`config.mk`:
```
export PLATFORM = sky130hd
export DESIGN_NAME = gpc_top
export DESIGN_NICKNAME = d
export VERILOG_FILES = /design/src/design/gpc_filter.v /design/src/design/gpc_top.v
export VERILOG_INCLUDE_DIRS = /design/src /design/src/common
export SDC_FILE = /design/constraint.sdc
export NUM_CORES = 1
export LEC_CHECK = 0
export ABC_AREA = 0
export BUFFER_PORTS_ARGS = -buffer_cell sky130_fd_sc_hd__buf_4
export CORE_MARGIN = 2
export CORE_UTILIZATION = 30
export CTS_BUF_LIST = sky130_fd_sc_hd__clkbuf_2
export DETAILED_ROUTE_END_ITERATION = 7
export PLACE_DENSITY_LB_ADDON = 0.05
export SETUP_SLACK_MARGIN = 0.3
export SLEW_MARGIN = 20
export SYNTH_ARGS = -nofsm -noshare
export SYNTH_HDL_FRONTEND = slang
export SYNTH_SLANG_ARGS = --single-unit
```
`constraint.sdc`:
```
create_clock -name sys_clk_i -period 17 [get_ports sys_clk_i]
set_clock_uncertainty 0.1 [all_clocks]
set_input_delay 0.85 -clock sys_clk_i [delete_from_list [all_inputs] [get_ports sys_clk_i]]
set_output_delay 0.85 -clock sys_clk_i [all_outputs]
set_load 0.005 [all_outputs]
```
`src/common/gpc_defines.vh`:
```
// constants for the glow plug control supervisor
`ifndef GPC_DEFINES_VH
`define GPC_DEFINES_VH
`define GPC_CLK_HZ 100000000
`define GPC_CI_FIL_US 20
`define GPC_CI_FIL_CYC ((`GPC_CI_FIL_US * (`GPC_CLK_HZ / 1000000)))
`define GPC_VS_FIL_US 100
`define GPC_VS_FIL_CYC ((`GPC_VS_FIL_US * (`GPC_CLK_HZ / 1000000)))
`define GPC_LD_US 100
`define GPC_LD_CYC ((`GPC_LD_US * (`GPC_CLK_HZ / 1000000)))
`define GPC_BAT_FIL_US 100
`define GPC_BAT_FIL_CYC ((`GPC_BAT_FIL_US * (`GPC_CLK_HZ / 1000000)))
`define GPC_CP_FIL_US 100
`define GPC_CP_FIL_CYC ((`GPC_CP_FIL_US * (`GPC_CLK_HZ / 1000000)))
`define GPC_TO_US 100000
`define GPC_TO_CYC ((`GPC_TO_US * (`GPC_CLK_HZ / 1000000)))
`define GPC_SUP_US 2500
`define GPC_SUP_CYC ((`GPC_SUP_US * (`GPC_CLK_HZ / 1000000)))
`define GPC_MODE_W 3
`define GPC_MODE_1 3'h1
`define GPC_MODE_2 3'h2
`define GPC_MODE_3 3'h3
`define GPC_MODE_4 3'h4
`define GPC_MODE_5 3'h5
`define GPC_MODE_6 3'h6
`define GPC_CNT_W 32
`endif

```
`src/design/gpc_filter.v`:
```
// level filter: output follows input once stable for LIMIT cycles
`timescale 1ns/10ps
`default_nettype none
module gpc_filter #(
  parameter [31:0] LIMIT = 32'h0000_0001,
  parameter RST_VAL = 1'b0
) (
  // clock and reset
  input wire sys_clk_i,
  input wire rst_n_i,
  // level in and filtered out
  input wire d_i,
  output reg q_o
);
  reg [31:0] cnt_reg;
  always @(posedge sys_clk_i or negedge rst_n_i) begin
    if (!rst_n_i) begin
      cnt_reg <= 32'h0000_0000;
      q_o <= RST_VAL;
    end else if (d_i == q_o) begin
      cnt_reg <= 32'h0000_0000;
    end else if (cnt_reg >= LIMIT - 32'h0000_0001) begin
      cnt_reg <= 32'h0000_0000;
      q_o <= d_i;
    end else begin
      cnt_reg <= cnt_reg + 32'h0000_0001;
    end
  end
endmodule
`default_nettype wire

```
`src/design/gpc_top.v`:
```
// glow plug control supervisor: mode decode, control input, supply guard
`timescale 1ns/10ps
`default_nettype none
`include "gpc_defines.vh"
module gpc_top #(
  parameter [31:0] TO_CYC = `GPC_TO_CYC,
  parameter [31:0] SUP_CYC = `GPC_SUP_CYC,
  parameter [31:0] CI_FIL_CYC = `GPC_CI_FIL_CYC,
  parameter [31:0] VS_FIL_CYC = `GPC_VS_FIL_CYC,
  parameter [31:0] LD_CYC = `GPC_LD_CYC,
  parameter [31:0] BAT_FIL_CYC = `GPC_BAT_FIL_CYC,
  parameter [31:0] CP_FIL_CYC = `GPC_CP_FIL_CYC
) (
  // clock and reset
  input wire sys_clk_i,
  input wire rst_n_i,
  // mode straps
  input wire ms_open_i,
  input wire ms_cur_i,
  input wire bat_present_i,
  input wire io_cur_i,
  // control input, high = off level
  input wire control_input_pin_i,
  input wire ci_low_above_override_i,
  // analog comparators
  input wire vs_uv_i,
  input wire vs_ov_i,
  input wire vs_ld_i,
  input wire vs_ol_low_i,
  input wire vs_absent_i,
  input wire bat_uv_i,
  input wire cp_uv_i,
  // outputs
  output reg [`GPC_MODE_W-1:0] mode_o,
  output reg relay_mode_o,
  output reg serial_proto_o,
  output reg temp_comp_o,
  output reg power_reg_o,
  output reg switch_on_o,
  output reg relay_on_o,
  output reg ol_enable_o,
  output reg uv_fail_o,
  output reg ov_fail_o,
  output reg bat_uv_fail_o,
  output reg cp_uv_fail_o,
  output reg ci_fall_o,
  output reg meas_valid_o,
  output reg [31:0] on_time_o,
  output reg [31:0] period_o
);
  ////////////////////////////////////////////////////////////////////////
  function [`GPC_MODE_W-1:0] decode_mode;
    input ms_o;
    input ms_c;
    input battery_sense_pin;
    input io_c;
    begin
      if (!ms_o && !ms_c)
        decode_mode = battery_sense_pin ? `GPC_MODE_2 : `GPC_MODE_1;
      else if (ms_c)
        decode_mode = io_c ? `GPC_MODE_3 : `GPC_MODE_4;
      else
        decode_mode = io_c ? `GPC_MODE_5 : `GPC_MODE_6;
    end
  endfunction

  ////////////////////////////////////////////////////////////////////////
  // reset release and input synchronisers
  reg [1:0] rst_sync_reg;
  wire rst_n;
  always @(posedge sys_clk_i or negedge rst_n_i) begin
    if (!rst_n_i)
      rst_sync_reg <= 2'b00;
    else
      rst_sync_reg <= {rst_sync_reg[0], 1'b1};
  end
  assign rst_n = rst_sync_reg[1];

  localparam NSYNC = 13;
  wire [NSYNC-1:0] raw_in;
  reg [NSYNC-1:0] s1_reg;
  reg [NSYNC-1:0] s2_reg;
  assign raw_in = {ms_open_i, ms_cur_i, bat_present_i, io_cur_i,
                   control_input_pin_i, ci_low_above_override_i,
                   vs_uv_i, vs_ov_i, vs_ld_i, vs_ol_low_i, vs_absent_i,
                   bat_uv_i, cp_uv_i};
  // idle control level is off (high); pull-up modelled by reset value
  always @(posedge sys_clk_i or negedge rst_n) begin
    if (!rst_n) begin
      s1_reg <= 13'h0100;
      s2_reg <= 13'h0100;
    end else begin
      s1_reg <= raw_in;
      s2_reg <= s1_reg;
    end
  end
  wire ms_o_s = s2_reg[12];
  wire ms_c_s = s2_reg[11];
  wire bat_s = s2_reg[10];
  wire io_c_s = s2_reg[9];
  wire ci_s = s2_reg[8];
  wire ovr_s = s2_reg[7];
  wire uv_s = s2_reg[6];
  wire ov_s = s2_reg[5];
  wire ld_s = s2_reg[4];
  wire ol_low_s = s2_reg[3];
  wire absent_s = s2_reg[2];
  wire bat_uv_s = s2_reg[1];
  wire cp_uv_s = s2_reg[0];

  ////////////////////////////////////////////////////////////////////////
  // filters
  wire ci_f;
  wire uv_f;
  wire ov_f;
  wire ld_f;
  wire bat_uv_f;
  wire cp_uv_f;
  gpc_filter #(.LIMIT(CI_FIL_CYC), .RST_VAL(1'b1)) u_ci_fil (
    .sys_clk_i(sys_clk_i), .rst_n_i(rst_n), .d_i(ci_s), .q_o(ci_f));
  gpc_filter #(.LIMIT(VS_FIL_CYC), .RST_VAL(1'b0)) u_uv_fil (
    .sys_clk_i(sys_clk_i), .rst_n_i(rst_n), .d_i(uv_s), .q_o(uv_f));
  gpc_filter #(.LIMIT(VS_FIL_CYC), .RST_VAL(1'b0)) u_ov_fil (
    .sys_clk_i(sys_clk_i), .rst_n_i(rst_n), .d_i(ov_s), .q_o(ov_f));
  gpc_filter #(.LIMIT(LD_CYC), .RST_VAL(1'b0)) u_ld_fil (
    .sys_clk_i(sys_clk_i), .rst_n_i(rst_n), .d_i(ld_s), .q_o(ld_f));
  gpc_filter #(.LIMIT(BAT_FIL_CYC), .RST_VAL(1'b0)) u_bat_fil (
    .sys_clk_i(sys_clk_i), .rst_n_i(rst_n), .d_i(bat_uv_s),
    .q_o(bat_uv_f));
  gpc_filter #(.LIMIT(CP_FIL_CYC), .RST_VAL(1'b0)) u_cp_fil (
    .sys_clk_i(sys_clk_i), .rst_n_i(rst_n), .d_i(cp_uv_s),
    .q_o(cp_uv_f));

  ////////////////////////////////////////////////////////////////////////
  // mode latch: straps read once, a few cycles after reset release
  reg [1:0] strap_cnt_reg;
  reg mode_valid_reg;
  reg [`GPC_MODE_W-1:0] mode_reg;
  always @(posedge sys_clk_i or negedge rst_n) begin
    if (!rst_n) begin
      strap_cnt_reg <= 2'b00;
      mode_valid_reg <= 1'b0;
      mode_reg <= `GPC_MODE_1;
    end else if (!mode_valid_reg) begin
      strap_cnt_reg <= strap_cnt_reg + 2'b01;
      if (strap_cnt_reg == 2'b11) begin
        mode_valid_reg <= 1'b1;
        mode_reg <= decode_mode(ms_o_s, ms_c_s, bat_s, io_c_s);
      end
    end
  end
  wire relay_m = (mode_reg == `GPC_MODE_1) || (mode_reg == `GPC_MODE_2);
  wire trans_m = !relay_m;
  wire ts_m = (mode_reg == `GPC_MODE_5) || (mode_reg == `GPC_MODE_6);
  wire preg_m = (mode_reg == `GPC_MODE_4) || (mode_reg == `GPC_MODE_6);
  wire aux_m = (mode_reg != `GPC_MODE_1);

  ////////////////////////////////////////////////////////////////////////
  // control edges and pulse-group logic
  reg ci_d_reg;
  reg on_req_reg;
  reg first_reg;
  reg hold_reg;
  reg [31:0] to_cnt_reg;
  reg [31:0] on_cnt_reg;
  reg [31:0] per_cnt_reg;
  reg meas_on_reg;
  wire fall = ci_d_reg && !ci_f;
  wire rise = !ci_d_reg && ci_f;
  always @(posedge sys_clk_i or negedge rst_n) begin
    if (!rst_n) begin
      ci_d_reg <= 1'b1;
      on_req_reg <= 1'b0;
      first_reg <= 1'b1;
      hold_reg <= 1'b0;
      to_cnt_reg <= 32'h0000_0000;
      on_cnt_reg <= 32'h0000_0000;
      per_cnt_reg <= 32'h0000_0000;
      meas_on_reg <= 1'b0;
      on_time_o <= 32'h0000_0000;
      period_o <= 32'h0000_0000;
      meas_valid_o <= 1'b0;
      ci_fall_o <= 1'b0;
    end else begin
      ci_d_reg <= ci_f;
      ci_fall_o <= fall;
      meas_valid_o <= 1'b0;
      if (mode_valid_reg && trans_m) begin
        on_cnt_reg <= on_cnt_reg + 32'h0000_0001;
        per_cnt_reg <= per_cnt_reg + 32'h0000_0001;
        if (fall) begin
          if (meas_on_reg) begin
            period_o <= per_cnt_reg;
            meas_valid_o <= 1'b1;
          end
          meas_on_reg <= 1'b1;
          // the edge cycle itself counts as the first cycle of the interval
          on_cnt_reg <= 32'h0000_0001;
          per_cnt_reg <= 32'h0000_0001;
          to_cnt_reg <= 32'h0000_0000;
          on_req_reg <= 1'b1;
          hold_reg <= first_reg && ovr_s;
          first_reg <= 1'b0;
        end else begin
          if (rise) begin
            on_time_o <= on_cnt_reg;
            on_req_reg <= 1'b0;
            hold_reg <= 1'b0;
          end
          if (hold_reg && !ci_f)
            to_cnt_reg <= 32'h0000_0000;
          else if (to_cnt_reg >= TO_CYC - 32'h0000_0001) begin
            on_req_reg <= 1'b0;
            first_reg <= 1'b1;
            meas_on_reg <= 1'b0;
            to_cnt_reg <= 32'h0000_0000;
          end else if (on_req_reg || meas_on_reg)
            to_cnt_reg <= to_cnt_reg + 32'h0000_0001;
        end
      end else begin
        on_req_reg <= !ci_f;
      end
    end
  end

  ////////////////////////////////////////////////////////////////////////
  // mode two relay pulse suppression: relay changes only after the
  // new level held for the suppress time, so short pulses vanish
  reg relay_f_reg;
  reg [31:0] sup_cnt_reg;
  always @(posedge sys_clk_i or negedge rst_n) begin
    if (!rst_n) begin
      relay_f_reg <= 1'b0;
      sup_cnt_reg <= 32'h0000_0000;
    end else if (relay_f_reg == !ci_f) begin
      sup_cnt_reg <= 32'h0000_0000;
    end else if (sup_cnt_reg >= SUP_CYC - 32'h0000_0001) begin
      sup_cnt_reg <= 32'h0000_0000;
      relay_f_reg <= !ci_f;
    end else begin
      sup_cnt_reg <= sup_cnt_reg + 32'h0000_0001;
    end
  end

  ////////////////////////////////////////////////////////////////////////
  // supply guard
  reg ld_on_reg;
  reg cp_lock_reg;
  always @(posedge sys_clk_i or negedge rst_n) begin
    if (!rst_n) begin
      ld_on_reg <= 1'b0;
      cp_lock_reg <= 1'b0;
    end else begin
      if (ld_f)
        ld_on_reg <= 1'b1;
      else if (!ov_f && !ov_s)
        ld_on_reg <= 1'b0;
      // set wins over the fresh switch-on request
      if (cp_uv_f)
        cp_lock_reg <= 1'b1;
      else if (fall || (relay_m && rise == 1'b0 && ci_d_reg && !ci_f))
        cp_lock_reg <= 1'b0;
    end
  end
  // forced off releases on its own when uv, ov or supply absence clears; the charge pump lock waits for a falling control edge
  wire forced_off = uv_f || (ov_f && !ld_on_reg) || cp_lock_reg ||
                    (aux_m && absent_s);
  wire demand = (mode_reg == `GPC_MODE_1) ? !ci_f :
                (mode_reg == `GPC_MODE_2) ? relay_f_reg : on_req_reg;

  ////////////////////////////////////////////////////////////////////////
  // registered outputs
  always @(posedge sys_clk_i or negedge rst_n) begin
    if (!rst_n) begin
      mode_o <= `GPC_MODE_1;
      relay_mode_o <= 1'b0;
      serial_proto_o <= 1'b0;
      temp_comp_o <= 1'b0;
      power_reg_o <= 1'b0;
      switch_on_o <= 1'b0;
      relay_on_o <= 1'b0;
      ol_enable_o <= 1'b0;
      uv_fail_o <= 1'b0;
      ov_fail_o <= 1'b0;
      bat_uv_fail_o <= 1'b0;
      cp_uv_fail_o <= 1'b0;
    end else begin
      mode_o <= mode_reg;
      relay_mode_o <= relay_m;
      serial_proto_o <= (mode_reg != `GPC_MODE_1);
      temp_comp_o <= ts_m;
      power_reg_o <= preg_m;
      switch_on_o <= mode_valid_reg && trans_m &&
        (ld_on_reg || (demand && !forced_off));
      relay_on_o <= mode_valid_reg && relay_m &&
        (ld_on_reg || (demand && !forced_off));
      ol_enable_o <= !ol_low_s;
      uv_fail_o <= uv_f;
      ov_fail_o <= ov_f;
      bat_uv_fail_o <= aux_m && bat_uv_f;
      cp_uv_fail_o <= cp_lock_reg;
    end
  end
endmodule
`default_nettype wire

```
==> implementation parameters <==
Parameter                              Value

Run status
  Outcome    finished clean

Floorplanning
  Die width    247 um
  Die outline area    61,000 um^2
  I/O pins    95
  Initial Utilization    0.302
  Cell Rows    89
  Die Y-Extent    247 um
  Floorplan core area    58,700 um^2

Global routing
  Global-route wire length before repair    66,200 um
  Aggregate global-route resource usage    0.137
  Number of antenna violations at the first check in global routing    1
  Number of global-route vias before repair    12,700
  Pin count of the biggest net entering global routing    82
  Remaining Overflow, GRT    0

Synth
  Share of synthesized registers carrying an async set or reset    1.00
  Warnings, synthesis    0
  Register area share after synthesis    0.633
  Register bit total from synthesis    448
  Synthesized instance count    1,514
  Number of synthesized flops with an enable pin    0
  Synth area leader    sky130_fd_sc_hd__dfrtp_1
  Largest cells by area after synthesis    sky130_fd_sc_hd__dfrtp_1 62%, sky130_fd_sc_hd__mux2_2 4.2%, sky130_fd_sc_hd__xnor2_1 4.2%
  Most used flip-flop cell after synthesis    sky130_fd_sc_hd__dfrtp_1
  Share of Yosys cell area claimed by the top area cell type    0.623
  Average instance area after synthesis    11.7 um^2
  Post-synthesis cell area    17,700 um^2
  Distinct cells, synth    61

STA
  Final setup violation count    0
  Max Transition Viols Final    0
  Worst slew margin relative to its limit    0.299
  Min Clock Period, post-route    3.32 ns
  Achievable frequency    301 MHz
  RSZ-0062 raised after global routing    false
  Portion of the clock cycle consumed by the worst path in the final layout    0.196
  Summed negative setup slack over all endpoints    0 ns
  Slew at the pin with the worst max-slew slack    1.05 ns
  Final hold vios    0

Pwr
  Leakage    9.53 nW
  Worst IR drop on VDD    46.4 uV
  Power per unit of standard cell area    99.7 nW/um^2

Clock network
  Max H-tree Level    4
  Clock root buffer    sky130_fd_sc_hd__clkbuf_2
  CTS tree    yes
  Insertion delay to the later sink of the worst-skew pair    1.18 ns
  CTS clk-pin slew, worst paths    0.09 ns
  Longest Clk Path Bufs    3
  Number of resized instances in the post-cts repair step    0
  Number of buffers inserted during clock tree synthesis    131
  CTS sink count    448

Worst setup path
  Flop-to-flop setup slack    13.68 ns
  Crit end category    async pin
  Data arrival time of the worst path    4.44 ns
  Worst Path Max Fanout    81
  Critical Setup Path Class    flip-flop to async pin
  Data required time of the critical path    18.12 ns
  Crit path launch type    flip-flop

Routing
  Drt total wl    39,300 um
  Iteration-0 DRC Markers    535
  TritonRoute pass-1 iters    7
  Total number of vias    12,200
  Post-DR wirelength/cell    14.5 um
  DRC violations left    0
  Vias per cell    4.49
  Antenna Violating Nets Remaining    0

Final layout
  Most common library cell in the layout ignoring fill and taps    sky130_fd_sc_hd__dfrtp_1
  Most frequent cells in the layout    440 x sky130_fd_sc_hd__dfrtp_1, 191 x sky130_fd_sc_hd__clkbuf_2, 160 x sky130_fd_sc_hd__nor2_1, 126 x sky130_fd_sc_hd__conb_1, 110 x sky130_fd_sc_hd__buf_4
  Post-layout net count    1,887
  Final core utilization    0.361
  Sequential cell area    11,200 um^2
  Fraction of final layout cells with drive strength greater than 1    0.210
  Syn-to-layout area delta    19.7%
  Area used by multi-input combinational logic    6610 um^2
  # fillers    5,912

Flow run
  Maxcap violations    0

Place
  Post-DP HPWL    24,800 um
  Weighted congestion at the end of routability-driven global placement    0.741
  IO buf count    94

Hold path
  Hold/Removal Path Class    flip-flop to async pin
==> critical path, cell delays in order (launching register included) <==
cell and delay, ns:
sky130_fd_sc_hd__dfrtp_4 0.76, sky130_fd_sc_hd__buf_12 0.30, sky130_fd_sc_hd__buf_4 0.61, sky130_fd_sc_hd__buf_4 0.80
sky130_fd_sc_hd__buf_6 0.65
==> routing by layer <==
metal	vias to the layer above	wire length (um)	track usage
met5	-	0	0
met4	0	994	0.0657
met1	5919	18600	0.180
li1	5966	-	-
met3	85	2210	0.0443
met2	242	17500	0.204
==> what timing repair did <==
action                    in CTS  in global routing
hold endpoints to repair      15                  0
hold buffers                  25                  0
buffers inserted               0                  0
==> worst paths after layout <==
path / start / to / cells past startpoint
max: rst_sync_reg[1]$_DFF_PN0_ / per_cnt_reg[15]$_DFFE_PN0P_ / 4
min: rst_sync_reg[1]$_DFF_PN0_ / u_ld_fil.cnt_reg[22]$_DFF_PN0_ / 0
max reg2reg: rst_sync_reg[1]$_DFF_PN0_ / per_cnt_reg[15]$_DFFE_PN0P_ / 4
min reg2reg: rst_sync_reg[1]$_DFF_PN0_ / u_ld_fil.cnt_reg[22]$_DFF_PN0_ / 0
max in group sys_clk_i: to_cnt_reg[22]$_DFFE_PN0P_ / to_cnt_reg[7]$_DFFE_PN0P_ / 6
min in group sys_clk_i: s1_reg[10]$_DFF_PN0_ / s2_reg[10]$_DFF_PN0_ / 0
==> cells by family after synthesis <==
logic type      Yosys count  synth area share
compound gates          173            0.0642
xor+xnor                121            0.0598
fa+ha+maj                15            0.0106
buf+inv                  98            0.0219
flops                   448             0.633
mux                      72            0.0453
other cells               2          0.000424
simple gates            585             0.165
==> synth_stat cells, types with 13 or more instances <==
cell	n
sky130_fd_sc_hd__a31oi_1	30
sky130_fd_sc_hd__nand4_1	31
sky130_fd_sc_hd__buf_2	13
sky130_fd_sc_hd__nor4_1	56
sky130_fd_sc_hd__and3_1	22
sky130_fd_sc_hd__inv_1	46
sky130_fd_sc_hd__nand3_1	76
sky130_fd_sc_hd__dfrtp_1	441
sky130_fd_sc_hd__nor2_1	161
sky130_fd_sc_hd__xnor2_1	84
sky130_fd_sc_hd__or3_1	29
sky130_fd_sc_hd__mux2_2	66
sky130_fd_sc_hd__o21ai_0	48
sky130_fd_sc_hd__ha_1	15
sky130_fd_sc_hd__nand2_1	103
sky130_fd_sc_hd__clkbuf_1	36
sky130_fd_sc_hd__nor3_1	54
sky130_fd_sc_hd__a21oi_1	30
sky130_fd_sc_hd__xor2_1	37
==> where the power goes <==
group / total (mW) / leakage [nW] / switching (mW) / internal [mW]
registers: 1.17 / 5.78 / 0.0509 / 1.12
clock network: 0.782 / 0.884 / 0.454 / 0.328
logic: 0.161 / 2.87 / 0.0914 / 0.0700
==> cell type report <==
cell class,count,share of cell area
clock inverter,28,0.00796
clock buffer,191,0.0451
inverter,47,0.00832
timing repair buffer,137,0.0522
tap,773,0.0456
antenna,2,0.000236
sequential,448,0.529
multi-input combinational,1092,0.312
==> through the flow <==
step | hold WS, ns | cell area, um^2 | worst slack [ns] | power (mW) | instances
floorplan | 0.231 | 18200 | 3.50 | 1.27 | 1638
global placement | 0.233 | 19800 | 13.00 | 1.35 | 2471
detailed placement | 0.239 | 19800 | 12.94 | 1.35 | 2471
CTS | 0.00543 | 21200 | 12.89 | 2.18 | 2715
global route | 0.0760 | 21200 | 13.06 | 2.26 | 2717
finish | 0.220 | 21200 | 13.68 | 2.11 | 2718
No activity file was read; power rests on OpenSTA's default activity.
